==> src/verilog/sca_pkg.sv <==
// Package for the stall cycle accounting block: carriers, encodings, field widths
package sca_pkg;

    // Widths of the branch qualification fields and of the stall vector
    localparam int STAGE_W   = 2;
    localparam int SLOT_W    = 2;
    localparam int NUM_SLOTS = 3;
    localparam int NUM_STALL = 8;

    // Predictor stage codes
    localparam logic [STAGE_W-1:0] STAGE_FIRST  = 2'h1;
    localparam logic [STAGE_W-1:0] STAGE_SECOND = 2'h2;
    localparam logic [STAGE_W-1:0] STAGE_THIRD  = 2'h3;
    localparam logic [STAGE_W-1:0] STAGE_ALL    = 2'h0;

    // Predictor outcome selector codes
    localparam logic [1:0] OUTC_ALL     = 2'h0;
    localparam logic [1:0] OUTC_CORRECT = 2'h1;
    localparam logic [1:0] OUTC_WRONG_DIR = 2'h2;
    localparam logic [1:0] OUTC_WRONG_TGT = 2'h3;

    // Taken-slot code: SLOT_NONE marks a bundle with no taken slot
    localparam logic [1:0] SLOT_NONE = 2'h3;

    // Stall vector positions
    localparam int EV_DEP_ALL   = 0;
    localparam int EV_MEMORY    = 1;
    localparam int EV_CLEAN_BE  = 2;
    localparam int EV_ALL_FLUSH = 3;
    localparam int EV_DEP_SB    = 4;
    localparam int EV_DATA_ACC  = 5;
    localparam int EV_INST_ACC  = 6;
    localparam int EV_BE_FLUSH  = 7;

    // Back-end status per cycle
    typedef struct packed {
        logic expl_stop;      // dispersal break from explicit stop
        logic impl_stop;      // dispersal break from resource or branch bundle
        logic fp_flush;       // floating-point related flush
        logic sb_stall_nonld; // scoreboard stall on non-load producer
        logic sb_stall_mem;   // waiting for load operand from memory
        logic dcache_way_flush;
        logic data_xlate_cache_flush;
        logic reg_stack_engine_stall;
        logic br_mispredict_flush;
        logic adv_load_table_flush;
        logic serial_flush;
        logic bypass_flush;
        logic ctl_spec_flush;
        logic exc_flush;
    } sca_backend_t;

    // Front-end status per cycle
    typedef struct packed {
        logic decouple_empty;
        logic first_level_inst_cache_miss;
        logic inst_xlate_buffer_miss;
        logic taken_resteer;  // bubble for a correctly predicted taken branch
    } sca_frontend_t;

    // One resolved branch bundle
    typedef struct packed {
        logic               valid;
        logic               multiway;
        logic               pred_taken;
        logic               act_taken;
        logic [STAGE_W-1:0] stage;
        logic               wrong_dir;
        logic               wrong_tgt;
        logic [SLOT_W-1:0]  taken_slot;   // SLOT_NONE when nothing taken
        logic               trace_capture;
    } sca_branch_t;

    // Unit mask for the branch events
    typedef struct packed {
        logic               path_sel_pred;   // match on predicted direction
        logic               path_pred_taken;
        logic               path_sel_act;    // match on actual outcome
        logic               path_act_taken;
        logic [STAGE_W-1:0] stage;           // STAGE_ALL matches any stage
        logic [1:0]         outcome;
        logic [SLOT_W-1:0]  slot;            // slot that the taken-slot event counts
    } sca_umask_t;

    // Branch event pulses
    typedef struct packed {
        logic path;
        logic predictor;
        logic multiway;
        logic taken_slot;
        logic capture;
    } sca_brev_t;

endpackage

==> src/verilog/sca_top.sv <==
// Stall cycle accounting: per-cycle stall categories and branch event pulses
// Behaviour
// - Each cycle lands in one of four categories
// - Four category counts sum to total cycles
// - Dependency: dispersal breaks, FP flushes, scoreboard stalls
// - Dependency excludes memory waits and clean cycles
// - Scoreboard event: dependency minus dispersal breaks
// - Memory: operand waits plus memory-access flushes
// - Memory also counts register stack engine stalls
// - Data access: memory minus register stack engine
// - Clean back-end: no stall, decoupling buffer empty or busy
// - Instruction access: clean, decoupling buffer empty, plus front-end miss
// - Flush: taken resteers and misprediction resteers
// - Misprediction flush overrides front-end bubble
// - Flush includes table, serial, bypass, exception flushes
// - Back-end flush excludes branch bubbles
// - Eight measured stall events provided
// - Path event split by direction and outcome
// - Predictor event split by stage and correctness
// - Multiway event counts multiway bundles only
// - Taken-slot event reports taken branch slot
// - Capture event per trace buffer record
`timescale 1ns/1ps
`default_nettype none
module sca_top (
    input  wire logic                   MCLK,
    input  wire logic                   RST,
    input  wire sca_pkg::sca_backend_t  BACKEND,
    input  wire sca_pkg::sca_frontend_t FRONTEND,
    input  wire sca_pkg::sca_branch_t   BRANCH,
    input  wire sca_pkg::sca_umask_t    UMASK,
    output logic                        CYCLE_EVT,
    output logic                        DEP_ALL_EVT,
    output logic                        MEMORY_EVT,
    output logic                        CLEAN_BACKEND_EVT,
    output logic                        ALL_FLUSH_EVT,
    output logic                        DEP_SCOREBOARD_EVT,
    output logic                        DATA_ACCESS_EVT,
    output logic                        INST_ACCESS_EVT,
    output logic                        BACKEND_FLUSH_EVT,
    output sca_pkg::sca_brev_t          BRANCH_EVT
);
    import sca_pkg::*;

    ////////////////////////////////////////////////////////////////////////////
    // Cause decode

    typedef enum logic [1:0] {
        CAT_DEPEND,
        CAT_MEMORY,
        CAT_CLEAN,
        CAT_FLUSH
    } sca_cat_t;

    logic                 be_flush_any;
    logic                 mem_flush_any;
    logic                 mem_wait_any;
    logic                 dep_any;
    logic                 disp_break;
    sca_cat_t             cat;
    logic [NUM_STALL-1:0] stall_d;
    logic [NUM_STALL-1:0] stall_q;
    logic                 cycle_q;

    // Back-end flush, memory wait and dependency sources
    always_comb begin
        be_flush_any = BACKEND.br_mispredict_flush | BACKEND.adv_load_table_flush
                     | BACKEND.serial_flush | BACKEND.bypass_flush
                     | BACKEND.ctl_spec_flush | BACKEND.exc_flush;
        mem_flush_any = BACKEND.dcache_way_flush | BACKEND.data_xlate_cache_flush;
        // spill and fill stalls join memory
        mem_wait_any = BACKEND.sb_stall_mem | mem_flush_any
                     | BACKEND.reg_stack_engine_stall;
        disp_break = BACKEND.expl_stop | BACKEND.impl_stop;
        // dependency sources, memory waits kept out
        dep_any = disp_break | BACKEND.fp_flush | BACKEND.sb_stall_nonld;
    end

    ////////////////////////////////////////////////////////////////////////////
    // Top-level category selection

    // Priority flush, memory, dependency, clean so overlapping causes count once
    always_comb begin
        if (be_flush_any || FRONTEND.taken_resteer) begin
            cat = CAT_FLUSH;
        end else if (mem_wait_any) begin
            cat = CAT_MEMORY;
        end else if (dep_any) begin
            cat = CAT_DEPEND;
        end else begin
            cat = CAT_CLEAN;
        end
    end

    // Event vector, sub-events nested inside their category
    always_comb begin
        stall_d = '0;
        case (cat)
            CAT_FLUSH: begin
                stall_d[EV_ALL_FLUSH] = 1'b1;
                // bubbles alone stay out of back-end flush
                stall_d[EV_BE_FLUSH]  = be_flush_any;
            end
            CAT_MEMORY: begin
                stall_d[EV_MEMORY]   = 1'b1;
                stall_d[EV_DATA_ACC] = BACKEND.sb_stall_mem | mem_flush_any;
            end
            CAT_DEPEND: begin
                stall_d[EV_DEP_ALL] = 1'b1;
                stall_d[EV_DEP_SB]  = BACKEND.fp_flush | BACKEND.sb_stall_nonld;
            end
            CAT_CLEAN: begin
                // clean back-end; a busy buffer lands here too to keep the sum
                stall_d[EV_CLEAN_BE] = 1'b1;
                stall_d[EV_INST_ACC] = FRONTEND.decouple_empty
                                     & (FRONTEND.first_level_inst_cache_miss
                                     | FRONTEND.inst_xlate_buffer_miss);
            end
            default: stall_d = '0;
        endcase
    end

    ////////////////////////////////////////////////////////////////////////////
    // Output registers

    // cycle pulse paired with exactly one category
    always_ff @(posedge MCLK) begin
        if (RST) begin
            stall_q <= '0;
            cycle_q <= 1'b0;
        end else begin
            stall_q <= stall_d;
            cycle_q <= 1'b1;
        end
    end

    assign DEP_ALL_EVT        = stall_q[EV_DEP_ALL];
    assign MEMORY_EVT         = stall_q[EV_MEMORY];
    assign CLEAN_BACKEND_EVT  = stall_q[EV_CLEAN_BE];
    assign ALL_FLUSH_EVT      = stall_q[EV_ALL_FLUSH];
    assign DEP_SCOREBOARD_EVT = stall_q[EV_DEP_SB];
    assign DATA_ACCESS_EVT    = stall_q[EV_DATA_ACC];
    assign INST_ACCESS_EVT    = stall_q[EV_INST_ACC];
    assign BACKEND_FLUSH_EVT  = stall_q[EV_BE_FLUSH];
    assign CYCLE_EVT          = cycle_q;

    ////////////////////////////////////////////////////////////////////////////
    // Branch events

    sca_branch_class u_branch (
        .clk  (MCLK),
        .rst  (RST),
        .br   (BRANCH),
        .um   (UMASK),
        .ev_q (BRANCH_EVT)
    );

endmodule
`default_nettype wire

==> src/verilog/sca_branch_class.sv <==
// Branch event classifier with unit-mask qualification
`timescale 1ns/1ps
`default_nettype none
module sca_branch_class (
    input  wire logic                 clk,
    input  wire logic                 rst,
    input  wire sca_pkg::sca_branch_t br,
    input  wire sca_pkg::sca_umask_t  um,
    output sca_pkg::sca_brev_t        ev_q
);
    import sca_pkg::*;

    logic      stage_hit;
    logic      outc_hit;
    logic      path_hit;
    sca_brev_t ev_d;

    // Qualifiers shared by the path, predictor and multiway events
    always_comb begin
        stage_hit = (um.stage == STAGE_ALL) || (um.stage == br.stage);
        case (um.outcome)
            OUTC_CORRECT:   outc_hit = !br.wrong_dir && !br.wrong_tgt;
            OUTC_WRONG_DIR: outc_hit = br.wrong_dir;
            OUTC_WRONG_TGT: outc_hit = br.wrong_tgt && !br.wrong_dir;
            default:        outc_hit = 1'b1;
        endcase
        path_hit = (!um.path_sel_pred || (br.pred_taken == um.path_pred_taken))
                && (!um.path_sel_act  || (br.act_taken  == um.path_act_taken));
    end

    // Event pulses, one per resolved bundle
    always_comb begin
        ev_d.path       = br.valid && path_hit && stage_hit;
        ev_d.predictor  = br.valid && stage_hit && outc_hit;
        ev_d.multiway   = br.valid && br.multiway && path_hit && outc_hit;
        ev_d.taken_slot = br.valid && br.act_taken && (br.taken_slot != SLOT_NONE)
                       && (br.taken_slot == um.slot);
        ev_d.capture    = br.valid && br.trace_capture;
    end

    // Registered pulses
    always_ff @(posedge clk) begin
        if (rst) begin
            ev_q <= '0;
        end else begin
            ev_q <= ev_d;
        end
    end

endmodule
`default_nettype wire

==> config.mk <==
export PLATFORM = sky130hd
export DESIGN_NAME = sca_top
export DESIGN_NICKNAME = d
export VERILOG_FILES = /design/src/verilog/sca_pkg.sv /design/src/verilog/sca_top.sv /design/src/verilog/sca_branch_class.sv
export SDC_FILE = /design/constraint.sdc
export NUM_CORES = 1
export LEC_CHECK = 0
export BUFFER_PORTS_ARGS = -buffer_cell sky130_fd_sc_hd__buf_2
export CORE_MARGIN = 2
export CORE_UTILIZATION = 37
export CTS_CLUSTER_DIAMETER = 200
export DETAILED_ROUTE_END_ITERATION = 12
export GPL_TIMING_DRIVEN = 0
export PLACE_DENSITY = 0.81
export SETUP_SLACK_MARGIN = 0.1
export SYNTH_ARGS = -nofsm -noshare
export SYNTH_HDL_FRONTEND = slang
export SYNTH_SLANG_ARGS = --single-unit
==> constraint.sdc <==
create_clock -name MCLK -period 1.35 [get_ports MCLK]
set_input_delay 0.2025 -clock MCLK [delete_from_list [all_inputs] [get_ports MCLK]]
set_output_delay 0.2025 -clock MCLK [all_outputs]
set_load 0.05 [all_outputs]
* Word-level counts from Yosys, hierarchy flattened
Index checks and enable logic that the tools add are counted.
Word-level totals: flip-flop bits (word level) 14
Operators by class: bitwise operators 18, muxes and demuxes 9, equality and inequality tests 11, reductions and logical operators 28
Operators by type and width (count):
- $logic_and 1x1->1 | 14
- $or 1x1->1 | 13
- $eq 2x2->1 const B | 4
- $reduce_or 2->1 | 4
- $mux 2 | 3
- $mux 1 | 5
- $eq 2x1->1 const B | 2
- $eq 2x2->1 | 2
- $logic_not 1->1 | 4
- $logic_not 2->1 | 2
- $logic_or 1x1->1 | 4
- $not 1->1 | 4
- $pmux 1 s3 | 1
- $eq 1x1->1 | 2
- $ne 2x2->1 const B | 1
- $and 1x1->1 | 1

* Depth between registers and ports, before layout
Gate-level depths: netlist (run 1).
depth after elaboration 10, mapped depth 3, gate-level depth less buffers 3

* Modules after synthesis
A second synthesis (run 1) with hierarchy kept.
Second synthesis, totals: cells, all modules 57, area, all modules 585.6 um2
Modules (own cells, without submodules):
- sca_top | times used 1, area each 327.8 um2, cells an instance 30
- sca_branch_class | times used 1, area each 257.7 um2, cells an instance 27

* Least setup slack after synthesis (run 1)
OpenSTA, ideal clock, no wires.
path type input -> register, start point input BACKEND[4] in the netlist's numbering, end point register stall_q[6], library setup time 0.073 ns, path buffers 0, data required time 1.277 ns, path slack 0.461 ns, arrival time 0.816 ns, cell stages on the path 3, path through nor4_4 -> nand4_2 -> nor3_2
On the way: longest elaborated chain between the ends 10
Ends and longest elaborated chain:
- from (decl) | RTL line sca_top.sv:28 | input wire sca_pkg::sca_backend_t BACKEND,
- $or 1x1->1 | RTL line sca_top.sv:67 | be_flush_any = BACKEND.br_mispredict_flush | BACKEND.adv_load_table_flush
- $or 1x1->1 (2 in series) | RTL line sca_top.sv:68 | | BACKEND.serial_flush | BACKEND.bypass_flush
- $or 1x1->1 (2 in series) | RTL line sca_top.sv:69 | | BACKEND.ctl_spec_flush | BACKEND.exc_flush;
- $logic_or 1x1->1 | RTL line sca_top.sv:84 | if (be_flush_any || FRONTEND.taken_resteer) begin
- $mux 2 | RTL line sca_top.sv:84
- $eq 2x2->1 | RTL line sca_top.sv:98 | case (cat)
- $not 1->1 (no source line)
- $reduce_or 2->1 (no source line)
- to (signal assigned) | RTL line sca_top.sv:132 | stall_q <= stall_d;
- to (decl) | RTL line sca_top.sv:62 | logic [NUM_STALL-1:0] stall_q;
Every way passes these cells. A chain may end at the register's enable or synchronous reset.

* Worst setup path in the final report (run 1)
start point register stall_q[7], end point output BACKEND_FLUSH_EVT
RTL lines:
- to (decl) | RTL line sca_top.sv:40 | output logic BACKEND_FLUSH_EVT,
No word-level cell between the ends.

==> results.json, run 1 <==
{
  "synth-simple-area-share_pct": 37.0,
  "yosys_warnings": 0,
  "layout_cell_share_with_drive_strength_beyond_1_pct": 54.3,
  "die_h_um": 43.7,
  "placement_rows": 14,
  "drc": 0,
  "intPower_w": 0.000659,
  "syn-mean-instance-area_um2": 10.0,
  "multi_input_comb_area_um2": 290,
  "drt-total-wl_mm": 1.40,
  "power.density_nw_per_um2": 971,
  "timing.final.hold_violations": 0,
  "gpl.final_weighted_congestion": 0.582,
  "power.ir.vdd_worst_mv": 0.505,
  "synth_top_area_cell": "sky130_fd_sc_hd__dfxtp_1",
  "worst_slew_pin_slew_ns": 0.331,
  "cts_hold_buffers": 0,
  "tns_setup_ns": 0,
  "setup-violations-final": 0,
  "maxSlewHeadroom_pct": 78.0,
  "cts-root-to-sink-buffers": 2,
  "synth_adder_area_share_pct": 0,
  "critPathLaunchType": "flip-flop",
  "synth_top_family_by_area": "simple AND/OR/NAND/NOR gates",
  "async_reset_ff_share_pct": 0,
  "post_cts_resize_count": 0,
  "swShare_pct": 25.3,
  "seq_power_share_pct": 48.1,
  "critical_path_stages": 1,
  "cp_max_fo": 1,
  "slew_violations": 0,
  "num_vias": 616,
  "synth_flop_cell": "sky130_fd_sc_hd__dfxtp_1",
  "synth.net_count": 99,
  "overflow": 0,
  "ys_seq_area_share_pct": 48.2,
  "post_synth_instance_area_um2": 582,
  "worst_setup_path_end_kind": "primary output",
  "final_net_count": 158,
  "setup_cp_type": "reg2out",
  "synthDominantCellAreaShare_pct": 48.2,
  "cp-startpoint": "stall_q[7]",
  "layout_common_cells": "sky130_fd_sc_hd__buf_2, sky130_fd_sc_hd__dfxtp_1, sky130_fd_sc_hd__nor2_1",
  "critical_path.cell_chain": "buf_2",
  "antennaDiodeCount": 0,
  "power.share.clock_pct": 33.5,
  "cts_tree": "built",
  "synth_compound_area_share_pct": 8.39,
  "rsz0062_at_grt": "no",
  "drt_iter0_drc": 3,
  "layout.filler_cells": 142,
  "pin_count": 55,
  "worst_slack_ns": 0.295,
  "clock.fmax_mhz": 947,
  "worstPathArrival_ns": 0.85,
  "timing.critical_path.buf_inv": 1,
  "dpl.hpwl_mm": 1.21,
  "holdCritPathClass": "in2reg",
  "multiplexer_share_of_the_synthesized_area_pct": 0,
  "initial_antenna_violation_count": 0,
  "layout_min_cycle_time_ns": 1.06,
  "clock_tree.root_cell": "sky130_fd_sc_hd__clkbuf_4",
  "leakagePower_nw": 0.486,
  "first_global_vias": 578,
  "grt_first_pass_wirelength_mm": 2.27,
  "worst_setup_path_endpoint": "BACKEND_FLUSH_EVT",
  "wire_per_inst_um": 10.6,
  "ys_types": 26,
  "status": "completed",
  "synth_area_leaders": "sky130_fd_sc_hd__dfxtp_1, sky130_fd_sc_hd__nor4_4, sky130_fd_sc_hd__nor2_1, sky130_fd_sc_hd__xor2_1, sky130_fd_sc_hd__a21oi_1",
  "drt.antenna.violating_nets": 0,
  "core-area_um2": 1490,
  "grt_start_max_net_pins": 9,
  "critical_path_required_ns": 1.15,
  "cp_max_stage_cell": "sky130_fd_sc_hd__dfxtp_1",
  "maxCapViolations": 0,
  "synth_seq_cells": 14,
  "detail_route.first_pass.iterations": 4,
  "ctsHtreeMaxLevel": 1,
  "p_comb_share_pct": 18.3,
  "port-buffer-count": 54,
  "die_width_um": 43.7,
  "yosys.area_share.xor_xnor_pct": 4.52,
  "vias_per_inst": 4.67,
  "layout-area-overhead-vs-synth_pct": 56.1,
  "finalCoreUtilization_pct": 61.0,
  "sequential_cell_area_um2": 280,
  "pre_cts_ws_ns": 0.246,
  "dieArea_um2": 1910,
  "final.period_utilization_pct": 78.2,
  "cts_setup_buffers": 0,
  "crit_family": "flip-flops",
  "netSwitchingPower_w": 0.000223,
  "count_of_flip_flops_with_a_built_in_enable_after_synthesis": 0,
  "grtUsageTotal_pct": 16.4,
  "slowest_cell_delay_on_critical_path_ns": 0.32,
  "layout.cells.most_common": "sky130_fd_sc_hd__buf_2",
  "cts.clk_slew.worst_paths_ns": 0.08,
  "starting_density_pct": 39.1,
  "post_synth_inst_count": 58,
  "clkSinkCount": 14,
  "numCtsBuffers": 3
}
power groups by stage:
stage	registers, W	clock network, W	logic (W)
detailed placement	0.000434	0	0.000162
global placement	0.000434	0	0.000156
global route	0.000426	0.000331	0.000177
finish	0.000424	0.000296	0.000162
CTS	0.000425	0.000307	0.000163
floorplan	0.000470	0	0.0000405
kinds of logic (layout without fill, tap and decap cells):
kind of cell           after synthesis  in the layout
flip-flops                          14             14
buffers and inverters                3             61
XOR/XNOR                             3              3
AND/OR/NAND/NOR                     30             30
AO/OA/AOI/OAI                        8              8
how the worst min path moves through the flow:
stage | from | end | cells after the start
final | RST | stall_q[7] | 2
after CTS | RST | stall_q[3] | 2
after floorplan | RST | CYCLE_EVT | 1
after global routing | RST | stall_q[7] | 2
after detailed placement | RST | stall_q[7] | 2
after global placement | RST | CYCLE_EVT | 2
layout make-up:
cell class | instances | share of cell area [%]
multi-input combinational | 41 | 32.0
tap | 16 | 2.20
clock buffer | 4 | 3.99
timing repair buffer | 54 | 29.8
inverter | 3 | 1.24
sequential | 14 | 30.9
cells in the mapped netlist, types with 2 or more instances:
| cell | n |
|---|---|
| sky130_fd_sc_hd__a21oi_1 | 3 |
| sky130_fd_sc_hd__and3_1 | 2 |
| sky130_fd_sc_hd__dfxtp_1 | 14 |
| sky130_fd_sc_hd__inv_1 | 3 |
| sky130_fd_sc_hd__nand2b_1 | 2 |
| sky130_fd_sc_hd__nor2_1 | 10 |
| sky130_fd_sc_hd__nor2b_1 | 2 |
| sky130_fd_sc_hd__nor4_4 | 2 |
| sky130_fd_sc_hd__o21ai_0 | 2 |
| sky130_fd_sc_hd__xor2_1 | 2 |
state kept, by name (all words and copies together), names as in the netlist:
register and count:
CYCLE_EVT 1, u_branch.ev_q 5, stall_q 8
routing by layer:
layer	GRT usage, %	wire length [um]
met1	18.5	531
met4	9.09	12
met3	3.75	107
met5	0	0
met2	28.2	752
stage by stage:
step / hold WS, ns / area (um2) / cells / total power (W)
final: 0.135 / 908 / 132 / 0.000882
after CTS: 0.129 / 908 / 132 / 0.000894
after floorplan: 0.271 / 582 / 58 / 0.000510
after detailed placement: 0.430 / 872 / 128 / 0.000597
after global routing: 0.130 / 908 / 132 / 0.000934
after global placement: 0.422 / 872 / 128 / 0.000590
Power figures use the tool's default switching activity.
==> run 2, diff against run 1 <==
ABC_AREA = 1   (was unset)
CORE_UTILIZATION = 32   (was 37)
PLACE_DENSITY = 0.74   (was 0.81)
clock period = 0.9 ns   (was 1.35 ns; I/O delays follow)
==> run 2 against run 1 <==
Effect of this change: clock power up 49%; clock-buffer cell count unchanged; die area up 17%; design area up 20%; highest routed layer is now met3; sequential share of layout area down 3.5 points; synthesized cell count up 34%; critical path depth unchanged; synthesized area up 3.2%; combinational power up 73%.
==> results.json, run 2 <==
{
  "status": "completed",
  "cts.clk_slew.worst_paths_ns": 0.08,
  "rsz0062_at_grt": "yes",
  "die_width_um": 47.3,
  "first_global_vias": 625,
  "starting_density_pct": 34.4,
  "antennaDiodeCount": 0,
  "final.period_utilization_pct": 99.1,
  "layout.filler_cells": 153,
  "critical_path.cell_chain": "buf_8",
  "largest_reg_flops": 8,
  "power.ir.vdd_worst_mv": 0.639,
  "cts-root-to-sink-buffers": 2,
  "worst_slew_pin_slew_ns": 0.224,
  "ys_seq_area_share_pct": 46.7,
  "gpl.final_weighted_congestion": 0.714,
  "clkSinkCount": 14,
  "critical_path_required_ns": 0.76,
  "die_h_um": 47.3,
  "count_of_flip_flops_with_a_built_in_enable_after_synthesis": 0,
  "post_synth_inst_count": 78,
  "leakagePower_nw": 0.560,
  "layout-area-overhead-vs-synth_pct": 81.2,
  "crit_family": "flip-flops",
  "pin_count": 55,
  "ctsHtreeMaxLevel": 1,
  "critPathLaunchType": "flip-flop",
  "cts_setup_buffers": 0,
  "worst_hold_path.endpoint": "u_branch.ev_q[0]",
  "overflow": 0,
  "drt.antenna.violating_nets": 0,
  "maxSlewHeadroom_pct": 84.9,
  "slowest_cell_delay_on_critical_path_ns": 0.35,
  "grt_start_max_net_pins": 9,
  "vias_per_inst": 4.30,
  "holdCritPathClass": "in2reg",
  "synth.net_count": 119,
  "final_net_count": 178,
  "layout_cell_share_with_drive_strength_beyond_1_pct": 60.3,
  "port-buffer-count": 54,
  "detail_route.first_pass.iterations": 4,
  "drt-total-wl_mm": 1.48,
  "dpl.hpwl_mm": 1.20,
  "timing.final.hold_violations": 0,
  "layout.cells.most_common": "sky130_fd_sc_hd__buf_2",
  "clock.fmax_mhz": 1120,
  "synthDominantCellAreaShare_pct": 46.7,
  "num_vias": 693,
  "tns_setup_ns": 0,
  "cp_max_fo": 1,
  "dieArea_um2": 2240,
  "cp_max_stage_cell": "sky130_fd_sc_hd__dfxtp_2",
  "synth_flop_cell": "sky130_fd_sc_hd__dfxtp_1",
  "wire_per_inst_um": 9.17,
  "synth_seq_cells": 14,
  "synth_area_leaders": "sky130_fd_sc_hd__dfxtp_1, sky130_fd_sc_hd__nand2_1, sky130_fd_sc_hd__nor2_1, sky130_fd_sc_hd__inv_1, sky130_fd_sc_hd__nor2_2",
  "synth_top_area_cell": "sky130_fd_sc_hd__dfxtp_1",
  "setup_cp_type": "reg2out",
  "maxCapViolations": 0,
  "yosys_warnings": 0,
  "drt_iter0_drc": 8,
  "power.density_nw_per_um2": 1250,
  "cts_tree": "built",
  "synth.most_common_cell": "sky130_fd_sc_hd__dfxtp_1",
  "worstPathArrival_ns": 0.76,
  "syn-mean-instance-area_um2": 7.70,
  "slew_violations": 0,
  "worst_setup_path_end_kind": "primary output",
  "async_reset_ff_share_pct": 0,
  "initial_antenna_violation_count": 0,
  "ys_types": 18,
  "biggest_register": "stall_q",
  "post_synth_instance_area_um2": 601,
  "layout_common_cells": "sky130_fd_sc_hd__buf_2, sky130_fd_sc_hd__dfxtp_2, sky130_fd_sc_hd__nand2_1, sky130_fd_sc_hd__buf_8, sky130_fd_sc_hd__nor2_1",
  "timing.critical_path.buf_inv": 1,
  "layout_min_cycle_time_ns": 0.891,
  "min_path_cells": 3,
  "worst_hold_slack_ns": 0.0775,
  "grtUsageTotal_pct": 14.1,
  "setup-violations-final": 0,
  "synth.cells.most_frequent": "sky130_fd_sc_hd__dfxtp_1, sky130_fd_sc_hd__nand2_1, sky130_fd_sc_hd__nor2_1, sky130_fd_sc_hd__inv_1, sky130_fd_sc_hd__nor2_2",
  "core-area_um2": 1750,
  "clock_tree.root_cell": "sky130_fd_sc_hd__clkbuf_4",
  "worst_hold_startpoint": "BRANCH[0]",
  "numCtsBuffers": 3,
  "drc": 0,
  "grt_first_pass_wirelength_mm": 2.23,
  "placement_rows": 15
}
-- run 2: cell types whose count changed in the layout (fill, tap and decap cells not counted), sizes merged, moves of 2 or more --
| cell | change |
|---|---|
| nand2 | +11 |
| inv | +8 |
| nor2 | +8 |
| nand3 | +6 |
| or2 | +4 |
| and3 | -2 |
| nand2b | -2 |
| nor2b | -2 |
| nor4 | -2 |
-- run 2: worst max-delay path by stage --
| stage | start | end | slack (ns) | cells after the start |
|---|---|---|---|---|
| 2_1_floorplan | stall_q[3] | ALL_FLUSH_EVT | 0.18 | 0 |
| 3_3_place_gp | BACKEND[12] | stall_q[6] | 0.07 | 5 |
| 6_report | CYCLE_EVT | CYCLE_EVT | 0.009 | 1 |
| 3_5_place_dp | BACKEND[3] | stall_q[0] | 0.03 | 6 |
| 4_1_cts | stall_q[4] | DEP_SCOREBOARD_EVT | 0.009 | 1 |
| 5_1_grt | CYCLE_EVT | CYCLE_EVT | -0.03 | 1 |
-- run 2: layout make-up --
cell class	instances	area (um2)	area share (%)
Timing Repair Buffer	54	403	37.0
Sequential cell	14	298	27.4
Multi-Input combinational cell	53	279	25.6
Inverter	11	41.3	3.79
Clock buffer	4	36.3	3.33
Tap cell	25	31.3	2.87
-- run 2: kinds of logic after synthesis --
logic type | synth area share [%]
AO/OA/AOI/OAI | 3.33
AND/OR/NAND/NOR | 38.7
buffers and inverters | 6.88
XOR/XNOR | 4.38
flip-flops | 46.7
-- run 2: repair_timing --
item,CTS,global route
endpoints found under the setup margin,14,14
hold buffers,0,0
gates resized for setup,43,11
-- run 2: layer usage --
layer | vias up | track usage, % | share of wire [%]
met5 | - | 0 | 0
met4 | 0 | 3.33 | 0
met3 | 0 | 3.46 | 9.7
met2 | 41 | 30.3 | 56
met1 | 292 | 12.5 | 34
li1 | 360 | - | -
-- run 2: stage by stage --
stage | instance area [um2] | cells | power (W) | worst slack [ns] | utilization, %
finish | 1090 | 161 | 0.00137 | 0.00854 | 62.4
global placement | 902 | 157 | 0.000895 | 0.0738 | 51.7
floorplan | 601 | 78 | 0.000780 | 0.178 | -
detailed placement | 902 | 157 | 0.000905 | 0.0296 | 51.7
global route | 1090 | 161 | 0.00144 | -0.0270 | 62.4
CTS | 1050 | 161 | 0.00136 | 0.00932 | 60.0
-- run 2: power breakdown --
| group | switching (W) | total [W] | internal [W] |
|---|---|---|---|
| Combinational | 0.000146 | 0.000281 | 0.000135 |
| Clock | 0.000194 | 0.000440 | 0.000246 |
| Sequential | 0.00000855 | 0.000645 | 0.000636 |
==> run 3, diff against run 2 <==
CELL_PAD_IN_SITES_DETAIL_PLACEMENT = 0   (was unset)
CELL_PAD_IN_SITES_GLOBAL_PLACEMENT = 1   (was unset)
CORE_UTILIZATION = 20   (was 32)
MAX_ROUTING_LAYER = met4   (was unset)
PLACE_DENSITY = unset   (was 0.74)
PLACE_DENSITY_LB_ADDON = 0.1   (was unset)
==> run 3 against run 2 <==
Effect of this change: the flow now finishes with violations (design-rule violations); worst setup slack better by 0.0082 ns; hold slack improved by 0.0021 ns; design area down 0.23%; clock-buffer cell count is 1 lower; non-clock buffer count did not move; power fell by 8.1%; maximum frequency rose by 0.93%; core utilization is 24 points lower; largest power group unchanged.
==> results.json, run 3 (synthesized netlist as in run 2, its figures left out) <==
{
  "grt_start_max_net_pins": 8,
  "slowest_cell_delay_on_critical_path_ns": 0.33,
  "first_global_vias": 614,
  "dieArea_um2": 3460,
  "ctsHtreeMaxLevel": 1,
  "cts-root-to-sink-buffers": 2,
  "die_h_um": 58.8,
  "critical_path.cell_chain": "buf_6",
  "rsz0062_at_grt": "yes",
  "layout_common_cells": "sky130_fd_sc_hd__buf_2, sky130_fd_sc_hd__dfxtp_2, sky130_fd_sc_hd__buf_8",
  "clock.fmax_mhz": 1130,
  "drt-total-wl_mm": 1.42,
  "cts_tree": "built",
  "dpl.hpwl_mm": 1.23,
  "num_vias": 670,
  "leakagePower_nw": 0.554,
  "layout-area-overhead-vs-synth_pct": 80.8,
  "final.period_utilization_pct": 98.1,
  "port-buffer-count": 54,
  "drt.antenna.violating_nets": 0,
  "maxSlewHeadroom_pct": 84.6,
  "holdCritPathClass": "in2reg",
  "cts.clk_slew.worst_paths_ns": 0.07,
  "largest_reg_flops": 8,
  "violated_checks": "design-rule violations",
  "gpl.final_weighted_congestion": 0.662,
  "overflow": 0,
  "maxCapViolations": 0,
  "initial_antenna_violation_count": 0,
  "post_layout_nonfiller_instances": 166,
  "antennaDiodeCount": 0,
  "setup-violations-final": 0,
  "grtUsageTotal_pct": 9.27,
  "detail_route.first_pass.iterations": 7,
  "timing.critical_path.buf_inv": 1,
  "cp_max_stage_cell": "sky130_fd_sc_hd__dfxtp_2",
  "place_inst": 163,
  "pin_count": 55,
  "cp_max_fo": 1,
  "timing.final.hold_violations": 0,
  "worst_slew_pin_slew_ns": 0.230,
  "fin_total_pwr_w": 0.00125,
  "slew_violations": 0,
  "finish.instance_area_um2": 1090,
  "clkSinkCount": 14,
  "status": "finished with violations",
  "vias_per_inst": 4.04,
  "crit_family": "flip-flops",
  "die_width_um": 58.8,
  "layout_min_cycle_time_ns": 0.883,
  "biggest_register": "stall_q",
  "wire_per_inst_um": 8.54,
  "drc": 3,
  "clock_tree.root_cell": "sky130_fd_sc_hd__clkbuf_4",
  "multi_input_comb_area_um2": 279,
  "placement_rows": 19,
  "starting_density_pct": 21.4,
  "core-area_um2": 2810,
  "grt_first_pass_wirelength_mm": 2.32,
  "critical_path_required_ns": 0.76,
  "final_net_count": 178,
  "sequential_cell_area_um2": 298,
  "setup_cp_type": "reg2out",
  "drt_iter0_drc": 26,
  "layout.filler_cells": 287,
  "power.density_nw_per_um2": 1160,
  "numCtsBuffers": 3,
  "layout.cells.most_common": "sky130_fd_sc_hd__buf_2",
  "worst_setup_path_end_kind": "primary output",
  "power.ir.vdd_worst_mv": 0.710,
  "tns_setup_ns": 0,
  "worstPathArrival_ns": 0.75,
  "critPathLaunchType": "flip-flop",
  "postPlaceCellArea_um2": 910,
  "layout_cell_share_with_drive_strength_beyond_1_pct": 60.0
}
==> run 3: changes by cell type in the layout (fill, tap and decap cells not counted), sizes merged <==
cell / before / now
clkbuf: 4 / 3
==> run 3: path summary, 6_finish.rpt <==
check                             from          endpoint  slack, ns  depth (start not counted)
worst min-delay path         BRANCH[0]  u_branch.ev_q[0]       0.08                          3
worst max-delay path  u_branch.ev_q[4]     BRANCH_EVT[4]       0.02                          1
==> run 3: final cells by class <==
type                       count  share of cell area (%)
clock buffer                   3                    2.07
tap                           31                    3.57
sequential                    14                    27.4
inverter                      11                    3.80
multi-input combinational     53                    25.7
timing repair buffer          54                    37.4
==> run 3: power by group <==
group	switching (W)	total, W	internal, W
clock	0.000177	0.000332	0.000155
combinational	0.000142	0.000278	0.000136
sequential	0.00000867	0.000645	0.000636
==> run 3: per-stage QoR <==
stage / worst slack [ns] / utilization, % / hold WS (ns)
3_3_place_gp: 0.0383 / 32.4 / 0.367
4_1_cts: -0.00250 / 38.6 / 0.0677
3_5_place_dp: 0.0335 / 32.4 / 0.376
6_report: 0.0167 / 38.7 / 0.0796
2_1_floorplan: 0.178 / - / 0.205
5_1_grt: -0.0210 / 38.7 / 0.0844
==> run 3: timing repair <==
action	in CTS	in global routing
setup buffers	0	0
pin swaps	0	0
resized for setup	54	1
hold buffers	0	0
endpoints found under the setup margin	14	14
==> run 3: metal layers <==
layer	track usage (%)	part of all wire, %	vias to the layer above	routed length, um
met5	-	0	-	0
met4	1.95	0.99	0	14
met3	5.27	11	2	149
met2	15.7	50	31	709
met1	9.29	38	279	545
li1	-	-	358	-
